$ cat config.mk
export PLATFORM = sky130hd
export DESIGN_NAME = oto_overlay
export DESIGN_NICKNAME = d
export VERILOG_FILES = /design/src/design/oto_dpram.v /design/src/design/oto_overlay.v
export VERILOG_INCLUDE_DIRS = /design/src /design/src/design
export SDC_FILE = /design/constraint.sdc
export NUM_CORES = 2
export LEC_CHECK = 0
export BUFFER_PORTS_ARGS = -buffer_cell sky130_fd_sc_hd__buf_2
export CAP_MARGIN = 20
export CORE_UTILIZATION = 63
export CTS_BUF_LIST = sky130_fd_sc_hd__clkbuf_8
export DETAILED_ROUTE_END_ITERATION = 8
export PLACE_DENSITY_LB_ADDON = 0.05
export SLEW_MARGIN = 20
export SYNTH_ARGS = -nofsm -noshare
export SYNTH_HDL_FRONTEND = slang
export SYNTH_SLANG_ARGS = --single-unit
$ cat constraint.sdc
create_clock -name clock_in -period 5 [get_ports clock_in]
set_clock_uncertainty 0.05 [all_clocks]
set_input_delay 1 -clock clock_in [delete_from_list [all_inputs] [get_ports clock_in]]
set_output_delay 1 -clock clock_in [all_outputs]
set_load 0.005 [all_outputs]
$ cat src/design/oto_defines.vh
// constants shared by the on-screen text overlay design files
`ifndef OTO_DEFINES_VH
`define OTO_DEFINES_VH

// register byte offsets on the bus
`define OTO_ADDR_DATA 8'h00
`define OTO_ADDR_ATTR 8'h04
`define OTO_ADDR_WADR 8'h08
`define OTO_ADDR_ORG 8'h0c
`define OTO_ADDR_CTRL 8'h10
`define OTO_ADDR_STAT 8'h14

// display memory geometry
`define OTO_RAM_DEPTH 128
`define OTO_RAM_AW 7
`define OTO_RAM_DW 10

// special character codes
`define OTO_CODE_NL 6'h3d
`define OTO_CODE_SPACE 6'h3c
`define OTO_CODE_BSP 6'h3e
`define OTO_CODE_SBSP 6'h3f

// control register fields
`define OTO_CTRL_EN 0
`define OTO_CTRL_NARROW 1
`define OTO_CTRL_NIDBL 2
`define OTO_CTRL_SHLO 4
`define OTO_CTRL_SHHI 6
`define OTO_CTRL_POL_HS 8
`define OTO_CTRL_POL_VS 9
`define OTO_CTRL_POL_COL 10
`define OTO_CTRL_POL_MIX 11
`define OTO_CTRL_MASK 32'h00000f77
`define OTO_ORG_MASK 32'h0000071f
`define OTO_ATTR_MASK 32'h00000017

// row heights in scan lines and widths in dots
`define OTO_H_NORM 6'd18
`define OTO_H_DBL 6'd36
`define OTO_H_SHORT 6'd4
`define OTO_H_SHORT_DBL 6'd8
`define OTO_W_WIDE 4'd14
`define OTO_W_NARROW 4'd12
`define OTO_W_SPLIT_WIDE 4'd7
`define OTO_W_SPLIT_NARROW 4'd6

// dot divider and origin scaling
`define OTO_DOT_DIV 3'd4
`define OTO_DOT_HALF 3'd2
`define OTO_VSTEP_SHIFT 4
`define OTO_HSTEP_SHIFT 3

// one-hot engine states
`define OTO_ST_IDLE 5'h01
`define OTO_ST_HWAIT 5'h02
`define OTO_ST_RUN 5'h04
`define OTO_ST_LEND 5'h08
`define OTO_ST_DONE 5'h10

`endif

$ cat src/design/oto_dpram.v
// dual-ported display memory, one write port and one read port
`timescale 1ns/1ns
`default_nettype none
`include "oto_defines.vh"

module oto_dpram (
   // clock
   input wire clock_in,
   // write port
   input wire wr_en_in,
   input wire [`OTO_RAM_AW-1:0] wr_addr_in,
   input wire [`OTO_RAM_DW-1:0] wr_data_in,
   // read port
   input wire [`OTO_RAM_AW-1:0] rd_addr_in,
   output reg [`OTO_RAM_DW-1:0] rd_data_out
);

   reg [`OTO_RAM_DW-1:0] mem [0:`OTO_RAM_DEPTH-1];

   // no reset on the array: contents are undefined until software fills it
   always @(posedge clock_in) begin
      if (wr_en_in) begin
         mem[wr_addr_in] <= wr_data_in;
      end
   end

   // independent read keeps display fetch running during cpu writes
   always @(posedge clock_in) begin
      rd_data_out <= mem[rd_addr_in];
   end

endmodule
`default_nettype wire

$ cat src/design/oto_overlay.v
// on-screen text overlay engine with ahb-lite register slave
`timescale 1ns/1ns
`default_nettype none
`include "oto_defines.vh"

// Contract
// - 128x10 display memory, cpu writes anytime
// - word is 6-bit code plus 4 attributes
// - row terminator stops row, resumes after it
// - terminator variant ends all displayed rows
// - background colour per word, choice per character
// - vertical sync event offered to software
// - character shapes 18 lines by 14 dots
// - double height and width 36 by 28
// - non-interlaced double height 36 by 14
// - eight selectable shadowing modes
// - programmable polarity of sync inputs, colour and mix outputs
// - dot oscillator stopped low during hsync
// - dot oscillator independent of cpu timing
// - short row 4 lines tall, 8 in double height
// - 5-bit horizontal, 3-bit vertical start fields
// - 60 shapes, four codes reserved special
// - generator address is code plus line count
// - display memory is write only to cpu
// - three colour outputs plus mix control
// - alternative 12 dots per character mode
// - attribute write latches, data write stores word
// - write address increments after each data write
// - special code values 3d 3c 3e 3f
module oto_overlay (
   // clock and reset
   input wire clock_in,
   input wire arst_n_in,
   // ahb-lite slave
   input wire hsel_in,
   input wire [31:0] haddr_in,
   input wire [1:0] htrans_in,
   input wire hwrite_in,
   input wire [2:0] hsize_in,
   input wire [31:0] hwdata_in,
   input wire hready_in,
   output wire [31:0] hrdata_out,
   output wire hreadyout_out,
   output wire hresp_out,
   // sync inputs
   input wire hsync_in,
   input wire vsync_in,
   // character generator
   output wire [10:0] cg_addr_out,
   input wire [13:0] cg_data_in,
   // video outputs
   output wire dot_osc_out,
   output wire [2:0] colour_out,
   output wire mix_out,
   output wire vsync_event_out
);

   reg [31:0] hrdata_r;
   reg [31:0] rd_mux;
   reg dp_wr_r;
   reg [7:0] dp_addr_r;
   reg [3:0] attr_r;
   reg [6:0] waddr_r;
   reg [4:0] hstart_r;
   reg [2:0] vstart_r;
   reg [11:0] ctrl_r;
   reg vs_flag_r;
   wire acc;
   wire wr_data;
   wire ram_we;
   wire [9:0] ram_wdata;
   wire [9:0] ram_q;

   assign hreadyout_out = 1'b1;
   assign hresp_out = 1'b0;
   assign hrdata_out = hrdata_r;
   // hsize ignored: only whole-word transfers are supported
   assign acc = hsel_in & htrans_in[1] & hready_in;
   assign wr_data = dp_wr_r & (dp_addr_r == `OTO_ADDR_DATA);

   // engine state used by the status read
   reg [4:0] st_r;
   reg [6:0] ptr_r;
   reg vs_ev;

   always @* begin
      case (haddr_in[7:0])
         `OTO_ADDR_ATTR: rd_mux = {28'h0000000, attr_r};
         `OTO_ADDR_WADR: rd_mux = {25'h0000000, waddr_r};
         `OTO_ADDR_ORG: rd_mux = {21'h000000, vstart_r, 3'h0, hstart_r};
         `OTO_ADDR_CTRL: rd_mux = {20'h00000, ctrl_r};
         `OTO_ADDR_STAT: rd_mux = {16'h0000, 1'b0, ptr_r, 6'h00,
                                   st_r[4], vs_flag_r};
         // display memory itself cannot be read back
         default: rd_mux = 32'h00000000;
      endcase
   end

   always @(posedge clock_in or negedge arst_n_in) begin
      if (!arst_n_in) begin
         dp_wr_r <= 1'b0;
         dp_addr_r <= 8'h00;
         hrdata_r <= 32'h00000000;
      end else begin
         dp_wr_r <= acc & hwrite_in;
         if (acc) begin
            dp_addr_r <= haddr_in[7:0];
         end
         if (acc & ~hwrite_in) begin
            hrdata_r <= rd_mux;
         end
      end
   end

   // attribute bits 4 and 2:0 pack into the upper word nibble
   assign ram_we = wr_data;
   assign ram_wdata = {attr_r, hwdata_in[5:0]};

   always @(posedge clock_in or negedge arst_n_in) begin
      if (!arst_n_in) begin
         attr_r <= 4'h0;
         waddr_r <= 7'h00;
         hstart_r <= 5'h00;
         vstart_r <= 3'h0;
         ctrl_r <= 12'h000;
         vs_flag_r <= 1'b0;
      end else begin
         if (dp_wr_r & (dp_addr_r == `OTO_ADDR_ATTR)) begin
            attr_r <= {hwdata_in[4], hwdata_in[2:0]};
         end
         if (dp_wr_r & (dp_addr_r == `OTO_ADDR_WADR)) begin
            waddr_r <= hwdata_in[6:0];
         end else if (wr_data) begin
            waddr_r <= waddr_r + 7'h01;
         end
         if (dp_wr_r & (dp_addr_r == `OTO_ADDR_ORG)) begin
            hstart_r <= hwdata_in[4:0];
            vstart_r <= hwdata_in[10:8];
         end
         if (dp_wr_r & (dp_addr_r == `OTO_ADDR_CTRL)) begin
            ctrl_r <= hwdata_in[11:0];
         end
         // a new event wins over a same-cycle clear
         vs_flag_r <= vs_ev | (vs_flag_r & ~(dp_wr_r & hwdata_in[0] &
                      (dp_addr_r == `OTO_ADDR_STAT)));
      end
   end

   oto_dpram u_ram (
      .clock_in(clock_in),
      .wr_en_in(ram_we),
      .wr_addr_in(waddr_r),
      .wr_data_in(ram_wdata),
      .rd_addr_in(ptr_r),
      .rd_data_out(ram_q)
   );

   // sync polarity: a set bit means the input is active low
   wire hs_a = hsync_in ^ ctrl_r[`OTO_CTRL_POL_HS];
   wire vs_a = vsync_in ^ ctrl_r[`OTO_CTRL_POL_VS];
   reg hs_d_r;
   reg vs_d_r;
   wire line_go = hs_d_r & ~hs_a;
   always @* vs_ev = vs_a & ~vs_d_r;
   assign vsync_event_out = vs_ev;

   // dot divider restarts on the trailing edge of hsync
   reg [2:0] div_r;
   reg osc_r;
   wire [2:0] div_nxt = (div_r == `OTO_DOT_DIV - 3'd1) ? 3'd0 : div_r + 3'd1;
   wire dot_en = ~hs_a & (div_r == `OTO_DOT_DIV - 3'd1);
   assign dot_osc_out = osc_r;

   always @(posedge clock_in or negedge arst_n_in) begin
      if (!arst_n_in) begin
         hs_d_r <= 1'b0;
         vs_d_r <= 1'b0;
         div_r <= 3'd0;
         osc_r <= 1'b0;
      end else begin
         hs_d_r <= hs_a;
         vs_d_r <= vs_a;
         if (hs_a) begin
            div_r <= 3'd0;
            osc_r <= 1'b0;
         end else begin
            // free of the bus side: only hsync steers it
            div_r <= div_nxt;
            osc_r <= (div_nxt < `OTO_DOT_HALF);
         end
      end
   end

   // row attributes and pending ones from the last terminator
   reg row_sr_r, row_d_r, row_sh_r;
   reg pend_e_r, pend_sr_r, pend_d_r, pend_sh_r;
   reg nl_seen_r, rows_on_r, hf_r;
   reg [6:0] base_r, next_base_r;
   reg [5:0] lrow_r;
   reg [8:0] vline_r;
   reg [7:0] hcnt_r;
   reg f1_r, f2_r, nready_r, cur_valid_r, wphase_r, split_r;
   reg [9:0] nword_r, cur_word_r;
   reg [13:0] nbits_r, cur_bits_r;
   reg [3:0] dots_r;
   reg [10:0] cg_addr_r;
   reg bg_b_r;
   reg [2:0] bg_col_r;

   wire dbl_v = row_d_r | ctrl_r[`OTO_CTRL_NIDBL];
   wire [5:0] height = row_sr_r ? (dbl_v ? `OTO_H_SHORT_DBL : `OTO_H_SHORT)
                       : (dbl_v ? `OTO_H_DBL : `OTO_H_NORM);
   wire [4:0] cg_line = dbl_v ? lrow_r[5:1] : lrow_r[4:0];
   wire narrow = ctrl_r[`OTO_CTRL_NARROW];
   wire [3:0] width = narrow ? `OTO_W_NARROW : `OTO_W_WIDE;
   wire [3:0] half = narrow ? `OTO_W_SPLIT_NARROW : `OTO_W_SPLIT_WIDE;
   wire step = ~row_d_r | wphase_r;
   wire last = ~cur_valid_r | ((dots_r == 4'd1) & step);
   wire [8:0] vtop = {6'h00, vstart_r} << `OTO_VSTEP_SHIFT;
   wire [7:0] htop = {3'h0, hstart_r} << `OTO_HSTEP_SHIFT;
   wire is_space = (nword_r[5:0] == `OTO_CODE_SPACE) |
                   (nword_r[5:0] == `OTO_CODE_BSP) |
                   (nword_r[5:0] == `OTO_CODE_SBSP);
   wire load = (st_r == `OTO_ST_RUN) & dot_en & last & nready_r;
   wire hgo = (st_r == `OTO_ST_HWAIT) & ~hf_r;
   wire fetch_go = load | hgo;

   assign cg_addr_out = cg_addr_r;

   always @(posedge clock_in or negedge arst_n_in) begin
      if (!arst_n_in) begin
         st_r <= `OTO_ST_IDLE;
         ptr_r <= 7'h00;
         base_r <= 7'h00;
         next_base_r <= 7'h00;
         lrow_r <= 6'h00;
         vline_r <= 9'h000;
         hcnt_r <= 8'h00;
         {row_sr_r, row_d_r, row_sh_r} <= 3'h0;
         {pend_e_r, pend_sr_r, pend_d_r, pend_sh_r} <= 4'h0;
         {nl_seen_r, rows_on_r, hf_r} <= 3'h0;
         {f1_r, f2_r, nready_r, cur_valid_r, wphase_r, split_r} <= 6'h00;
         nword_r <= 10'h000;
         cur_word_r <= 10'h000;
         nbits_r <= 14'h0000;
         cur_bits_r <= 14'h0000;
         dots_r <= 4'h0;
         cg_addr_r <= 11'h000;
         bg_b_r <= 1'b0;
         bg_col_r <= 3'h0;
      end else if (vs_ev | ~ctrl_r[`OTO_CTRL_EN]) begin
         st_r <= `OTO_ST_IDLE;
         ptr_r <= 7'h00;
         base_r <= 7'h00;
         lrow_r <= 6'h00;
         vline_r <= 9'h000;
         {row_sr_r, row_d_r, row_sh_r} <= 3'h0;
         {nl_seen_r, rows_on_r, hf_r} <= 3'h0;
         {f1_r, f2_r, nready_r, cur_valid_r, split_r} <= 5'h00;
         bg_b_r <= 1'b0;
         bg_col_r <= 3'h0;
      end else if (line_go) begin
         vline_r <= vline_r + 9'h001;
         hcnt_r <= 8'h00;
         {f1_r, f2_r, nready_r, cur_valid_r, hf_r} <= 5'h00;
         nl_seen_r <= 1'b0;
         if (st_r == `OTO_ST_DONE) begin
            st_r <= `OTO_ST_DONE;
         end else if (rows_on_r) begin
            if (lrow_r == height - 6'd1) begin
               lrow_r <= 6'h00;
               if (nl_seen_r) begin
                  base_r <= next_base_r;
                  ptr_r <= next_base_r;
                  row_sr_r <= pend_sr_r;
                  row_d_r <= pend_d_r;
                  row_sh_r <= pend_sh_r;
                  st_r <= pend_e_r ? `OTO_ST_DONE : `OTO_ST_HWAIT;
               end else begin
                  ptr_r <= base_r;
                  st_r <= `OTO_ST_HWAIT;
               end
            end else begin
               lrow_r <= lrow_r + 6'h01;
               ptr_r <= base_r;
               st_r <= `OTO_ST_HWAIT;
            end
         end else if (vline_r == vtop) begin
            rows_on_r <= 1'b1;
            ptr_r <= base_r;
            st_r <= `OTO_ST_HWAIT;
         end
      end else begin
         // fetch: word, then generator lookup
         f1_r <= fetch_go;
         f2_r <= 1'b0;
         if (hgo) begin
            hf_r <= 1'b1;
         end
         if (f1_r) begin
            if (ram_q[5:0] == `OTO_CODE_NL) begin
               nl_seen_r <= 1'b1;
               next_base_r <= ptr_r + 7'h01;
               {pend_e_r, pend_sr_r, pend_d_r, pend_sh_r} <= ram_q[9:6];
            end else begin
               cg_addr_r <= {ram_q[5:0], cg_line};
               nword_r <= ram_q;
               ptr_r <= ptr_r + 7'h01;
               f2_r <= 1'b1;
            end
         end
         if (f2_r) begin
            // reserved codes have no shape of their own
            nbits_r <= is_space ? 14'h0000 :
                       (narrow ? {cg_data_in[12:0], 1'b0} : cg_data_in);
            nready_r <= 1'b1;
         end
         if ((st_r == `OTO_ST_HWAIT) & dot_en) begin
            if (hcnt_r == htop) begin
               st_r <= `OTO_ST_RUN;
            end else begin
               hcnt_r <= hcnt_r + 8'h01;
            end
         end
         if ((st_r == `OTO_ST_RUN) & dot_en) begin
            if (last) begin
               wphase_r <= 1'b0;
               if (nready_r) begin
                  cur_word_r <= nword_r;
                  cur_bits_r <= nbits_r;
                  dots_r <= width;
                  cur_valid_r <= 1'b1;
                  nready_r <= 1'b0;
                  split_r <= (nword_r[5:0] == `OTO_CODE_SBSP);
                  if (nword_r[5:0] == `OTO_CODE_BSP) begin
                     bg_b_r <= nword_r[9];
                     bg_col_r <= nword_r[8:6];
                  end
               end else begin
                  cur_valid_r <= 1'b0;
                  // terminator fetched: blank until next line
                  if (nl_seen_r & ~f1_r & ~f2_r) begin
                     st_r <= `OTO_ST_LEND;
                  end
               end
            end else begin
               wphase_r <= row_d_r & ~wphase_r;
               if (step) begin
                  cur_bits_r <= {cur_bits_r[12:0], 1'b0};
                  dots_r <= dots_r - 4'h1;
                  if (split_r & (dots_r == half + 4'h1)) begin
                     bg_b_r <= cur_word_r[9];
                     bg_col_r <= cur_word_r[8:6];
                  end
               end
            end
         end
      end
   end

   // pixel shaping and output polarity
   reg [1:0] prev_r;
   reg [2:0] col_r;
   reg mix_r;
   wire show = (st_r == `OTO_ST_RUN) & cur_valid_r;
   wire pix = show & cur_bits_r[13];
   wire cur_space = (cur_word_r[5:0] >= `OTO_CODE_SPACE);
   wire bsel = show & (cur_space ? bg_b_r : cur_word_r[9]);
   wire [2:0] sh_mode = ctrl_r[`OTO_CTRL_SHHI:`OTO_CTRL_SHLO];
   wire sh_hit = show & row_sh_r & ~bsel & ~pix &
                 ((sh_mode[0] & prev_r[0]) | (sh_mode[1] & cur_bits_r[12]) |
                  (sh_mode[2] & prev_r[1]));
   wire [2:0] col_v = pix ? (cur_space ? bg_col_r : cur_word_r[8:6]) :
                      (bsel & ~sh_hit) ? bg_col_r : 3'h0;
   wire mix_v = pix | sh_hit | bsel;

   always @(posedge clock_in or negedge arst_n_in) begin
      if (!arst_n_in) begin
         prev_r <= 2'h0;
         col_r <= 3'h0;
         mix_r <= 1'b0;
      end else begin
         if (dot_en & step) begin
            prev_r <= {prev_r[0], pix};
         end
         col_r <= col_v ^ {3{ctrl_r[`OTO_CTRL_POL_COL]}};
         mix_r <= mix_v ^ ctrl_r[`OTO_CTRL_POL_MIX];
      end
   end

   assign colour_out = col_r;
   assign mix_out = mix_r;

endmodule
`default_nettype wire

==> impl_metrics.ini <==
[status]
outcome = finished, final reports clean

[global_routing]
grt_pass1_vias = 31800
grt_usage_pct = 29.2
overflow = 0
antenna_found_initial = 1
grt_pass1_wl_um = 201000
grt_max_degree = 130

[pwr]
p_per_area_nw_per_um2 = 361
p_comb_share_pct = 2.3
ir_worst_vdd_v = 0.000261
switching_power_uw = 5100
netSwitchingFraction_pct = 21.7
report.power.total_uw = 23500
clkPwrFrac_pct = 39.6
p_leak_uw = 0.0211
intPower_uw = 18400
seqPwrFrac_pct = 58.1

[setup_path]
reg2reg_from = ptr_r[4]
crit_type = flip-flop to flip-flop
path_max_fanout = 40
rr_worst_depth = 7
reg2reg_to = u_ram.rd_data_out[3]
cp_data_required_time_ns = 5.77
startpoint = ptr_r[4]
reg2reg_slack_ns = 1.15
endpoint_kind = flip-flop
crit_arrival_ns = 4.62
critPathBufInv = 1
crit_chain = nand4b_1, buf_4, a211oi_1, a2111oi_0, nand3_1, nor3_1, or4_1
slowest_stage = a2111oi_0
max_stage_delay_ns = 1.00
critical-path-top-delay-family = simple AND/OR/NAND/NOR gates
start_kind = flip-flop

[timing]
slew_viol_final = 0
report.final.hold_viol_count = 0
setup_tns_ns = 0
slew_headroom_pct = 22.8
setup_viol = 0
tightest_slew_ns = 1.13
rsz0062_at_grt = no
fin_crit_ns = 3.85
fin_crit_sh_pct = 77.0
max_freq_mhz = 260
finalWorstSetupSlack_ns = 1.15

[clocking]
ctsLongestPathBuffers = 3
postCtsSetupBuffers = 0
post_cts_resize_count = 0
cts-hold-fix-buffers = 0
clock_sinks = 1482
htree_levels = 4
cts_tree = built
clkLatencyLatePin_ns = 0.91
clk_pin_slew_ns = 0.06
clockRootBuffer = clkbuf_8
cts_buffers = 225

[route]
drc = 0
ant_nets = 0
vias = 31900
met3_length_um = 11000
wl_met2_um = 65300
wl_met1_um = 55200
viasPerCell = 6.37
dr.first_iter.drc_count = 3494
dr.pass1.iters = 6
routed.top_layer = met4
wire_per_inst_um = 27.1
wirelength_um = 136000

[synthesis]
synth_common_cells = 1280 x edfxtp_1, 206 x nor2_1, 200 x mux4_2
synth.most_common_cell = edfxtp_1
synth.distinct_cells = 79
yosysTopAreaCell = edfxtp_1
synth_top_area_share_pct = 65.3
synth_area_leaders = edfxtp_1 65%, dfrtp_1 8.1%, mux4_2 7.6%
syn_inst = 3373
synthArstFlopShare_pct = 13.0
ys_ff_latch = 1482
synth-edff-count = 1280
synth_area_um2 = 58900
synth_ff_type = edfxtp_1
synth_warnings = 0
seq_area_frac_synth_pct = 73.8
syn_area_per_cell_um2 = 17.5

[placed_design]
pre_cts_ws_ns = 1.08
port_buffers = 73
dpl.hpwl_um = 81900
gp_congestion = 0.861

[floorplanning]
dieArea_um2 = 94700
core_area_um2 = 92100
io-pin-count = 141
die_w_um = 308
start_util_pct = 64.0
row_count = 111
dieHeight_um = 308

[job]
drv_cap = 0

[finish]
layout-drive-gt1-share_pct = 20.9
fin_nets = 3666
area_growth_pct = 10.4

[worst_hold_path]
min_path_type = input pin to async pin
[worst max path at each step]
stage,end,cells past startpoint
6_report,u_ram.rd_data_out[3],7
2_1_floorplan,st_r[4],8
3_5_place_dp,nword_r[6],6
5_1_grt,u_ram.mem[82][1],7
3_3_place_gp,nword_r[7],6
4_1_cts,u_ram.rd_data_out[7],8
[metal layers]
metal | vias up | global-route usage (%)
met2 | 1452 | 46.2
met4 | 0 | 10.7
met5 | - | 0
li1 | 13800 | -
met1 | 16400 | 41.3
met3 | 251 | 5.31
[cell families after synthesis]
logic type | Yosys count | synth area share, %
AOI/OAI and AO/OA | 443 | 5.15
xor gates and xnor gates | 33 | 0.504
adders and majority gates | 10 | 0.212
buffers and inverters | 233 | 1.89
DFF | 1482 | 73.8
muxes | 497 | 12.9
other | 2 | 0.0128
and+or+nand+nor | 673 | 5.53
[sequential cells by signal (all words and copies together), names as in the netlist, 8 cells and up]
name	flops
u_ram.mem	1280
hrdata_out	15
cur_bits_r	14
nbits_r	14
ctrl_r	12
nword_r	10
u_ram.rd_data_out	10
vline_r	9
cur_word_r	8
dp_addr_r	8
hcnt_r	8
[layout by cell type, fill, tap and decap left out, types with 8 or more instances in the layout]
master	n
a31oi_1	17
clkinv_1	63
clkbuf_8	232
mux2i_1	188
ha_1	10
mux2_2	107
mux4_2	200
o31ai_1	13
nor2_1	201
a211oi_1	86
a2111oi_0	19
edfxtp_1	1280
dfrtp_1	184
nor3_1	53
dfxtp_1	10
o21ai_0	49
nand2_1	154
conb_1	19
o22ai_1	85
nand3_1	83
buf_4	83
buf_2	66
xnor2_1	21
inv_1	96
nand4_1	12
a21oi_1	77
buf_12	10
clkinv_2	33
and3_1	8
a22oi_1	31
xor2_1	11
nor2b_1	91
a221oi_1	22
or4_1	11
[power by group through the flow]
stage                     clock network [µW]  logic, µW  registers, µW
final                                   9300        538          13600
after global routing                    9940        578          13600
after CTS                               9410        540          13600
after detailed placement                   0        539          13900
after global placement                     0        516          13900
after floorplan                            0        248          13800
[metrics by stage]
stage	std cells	util, %	instance area (µm²)	hold WS [ns]
6_report	5008	70.6	65000	0.119
2_1_floorplan	3390	-	59000	0.369
5_1_grt	5007	70.6	65000	0.215
3_5_place_dp	4579	65.9	60700	0.394
3_3_place_gp	4578	65.9	60700	0.382
4_1_cts	5003	70.5	65000	0.220
[area by class of cell]
cell class / instances / area, µm²
flip-flops and latches: 1482 / 43500
fillers: 5877 / 27100
multi-input cells: 1675 / 14500
clock buffers: 232 / 3190
well taps: 1243 / 1560
repair buffers: 161 / 1200
clock inverters: 192 / 1040
inverters: 21 / 78.8
diodes: 2 / 5.00
(Power assumes the default switching activity.)
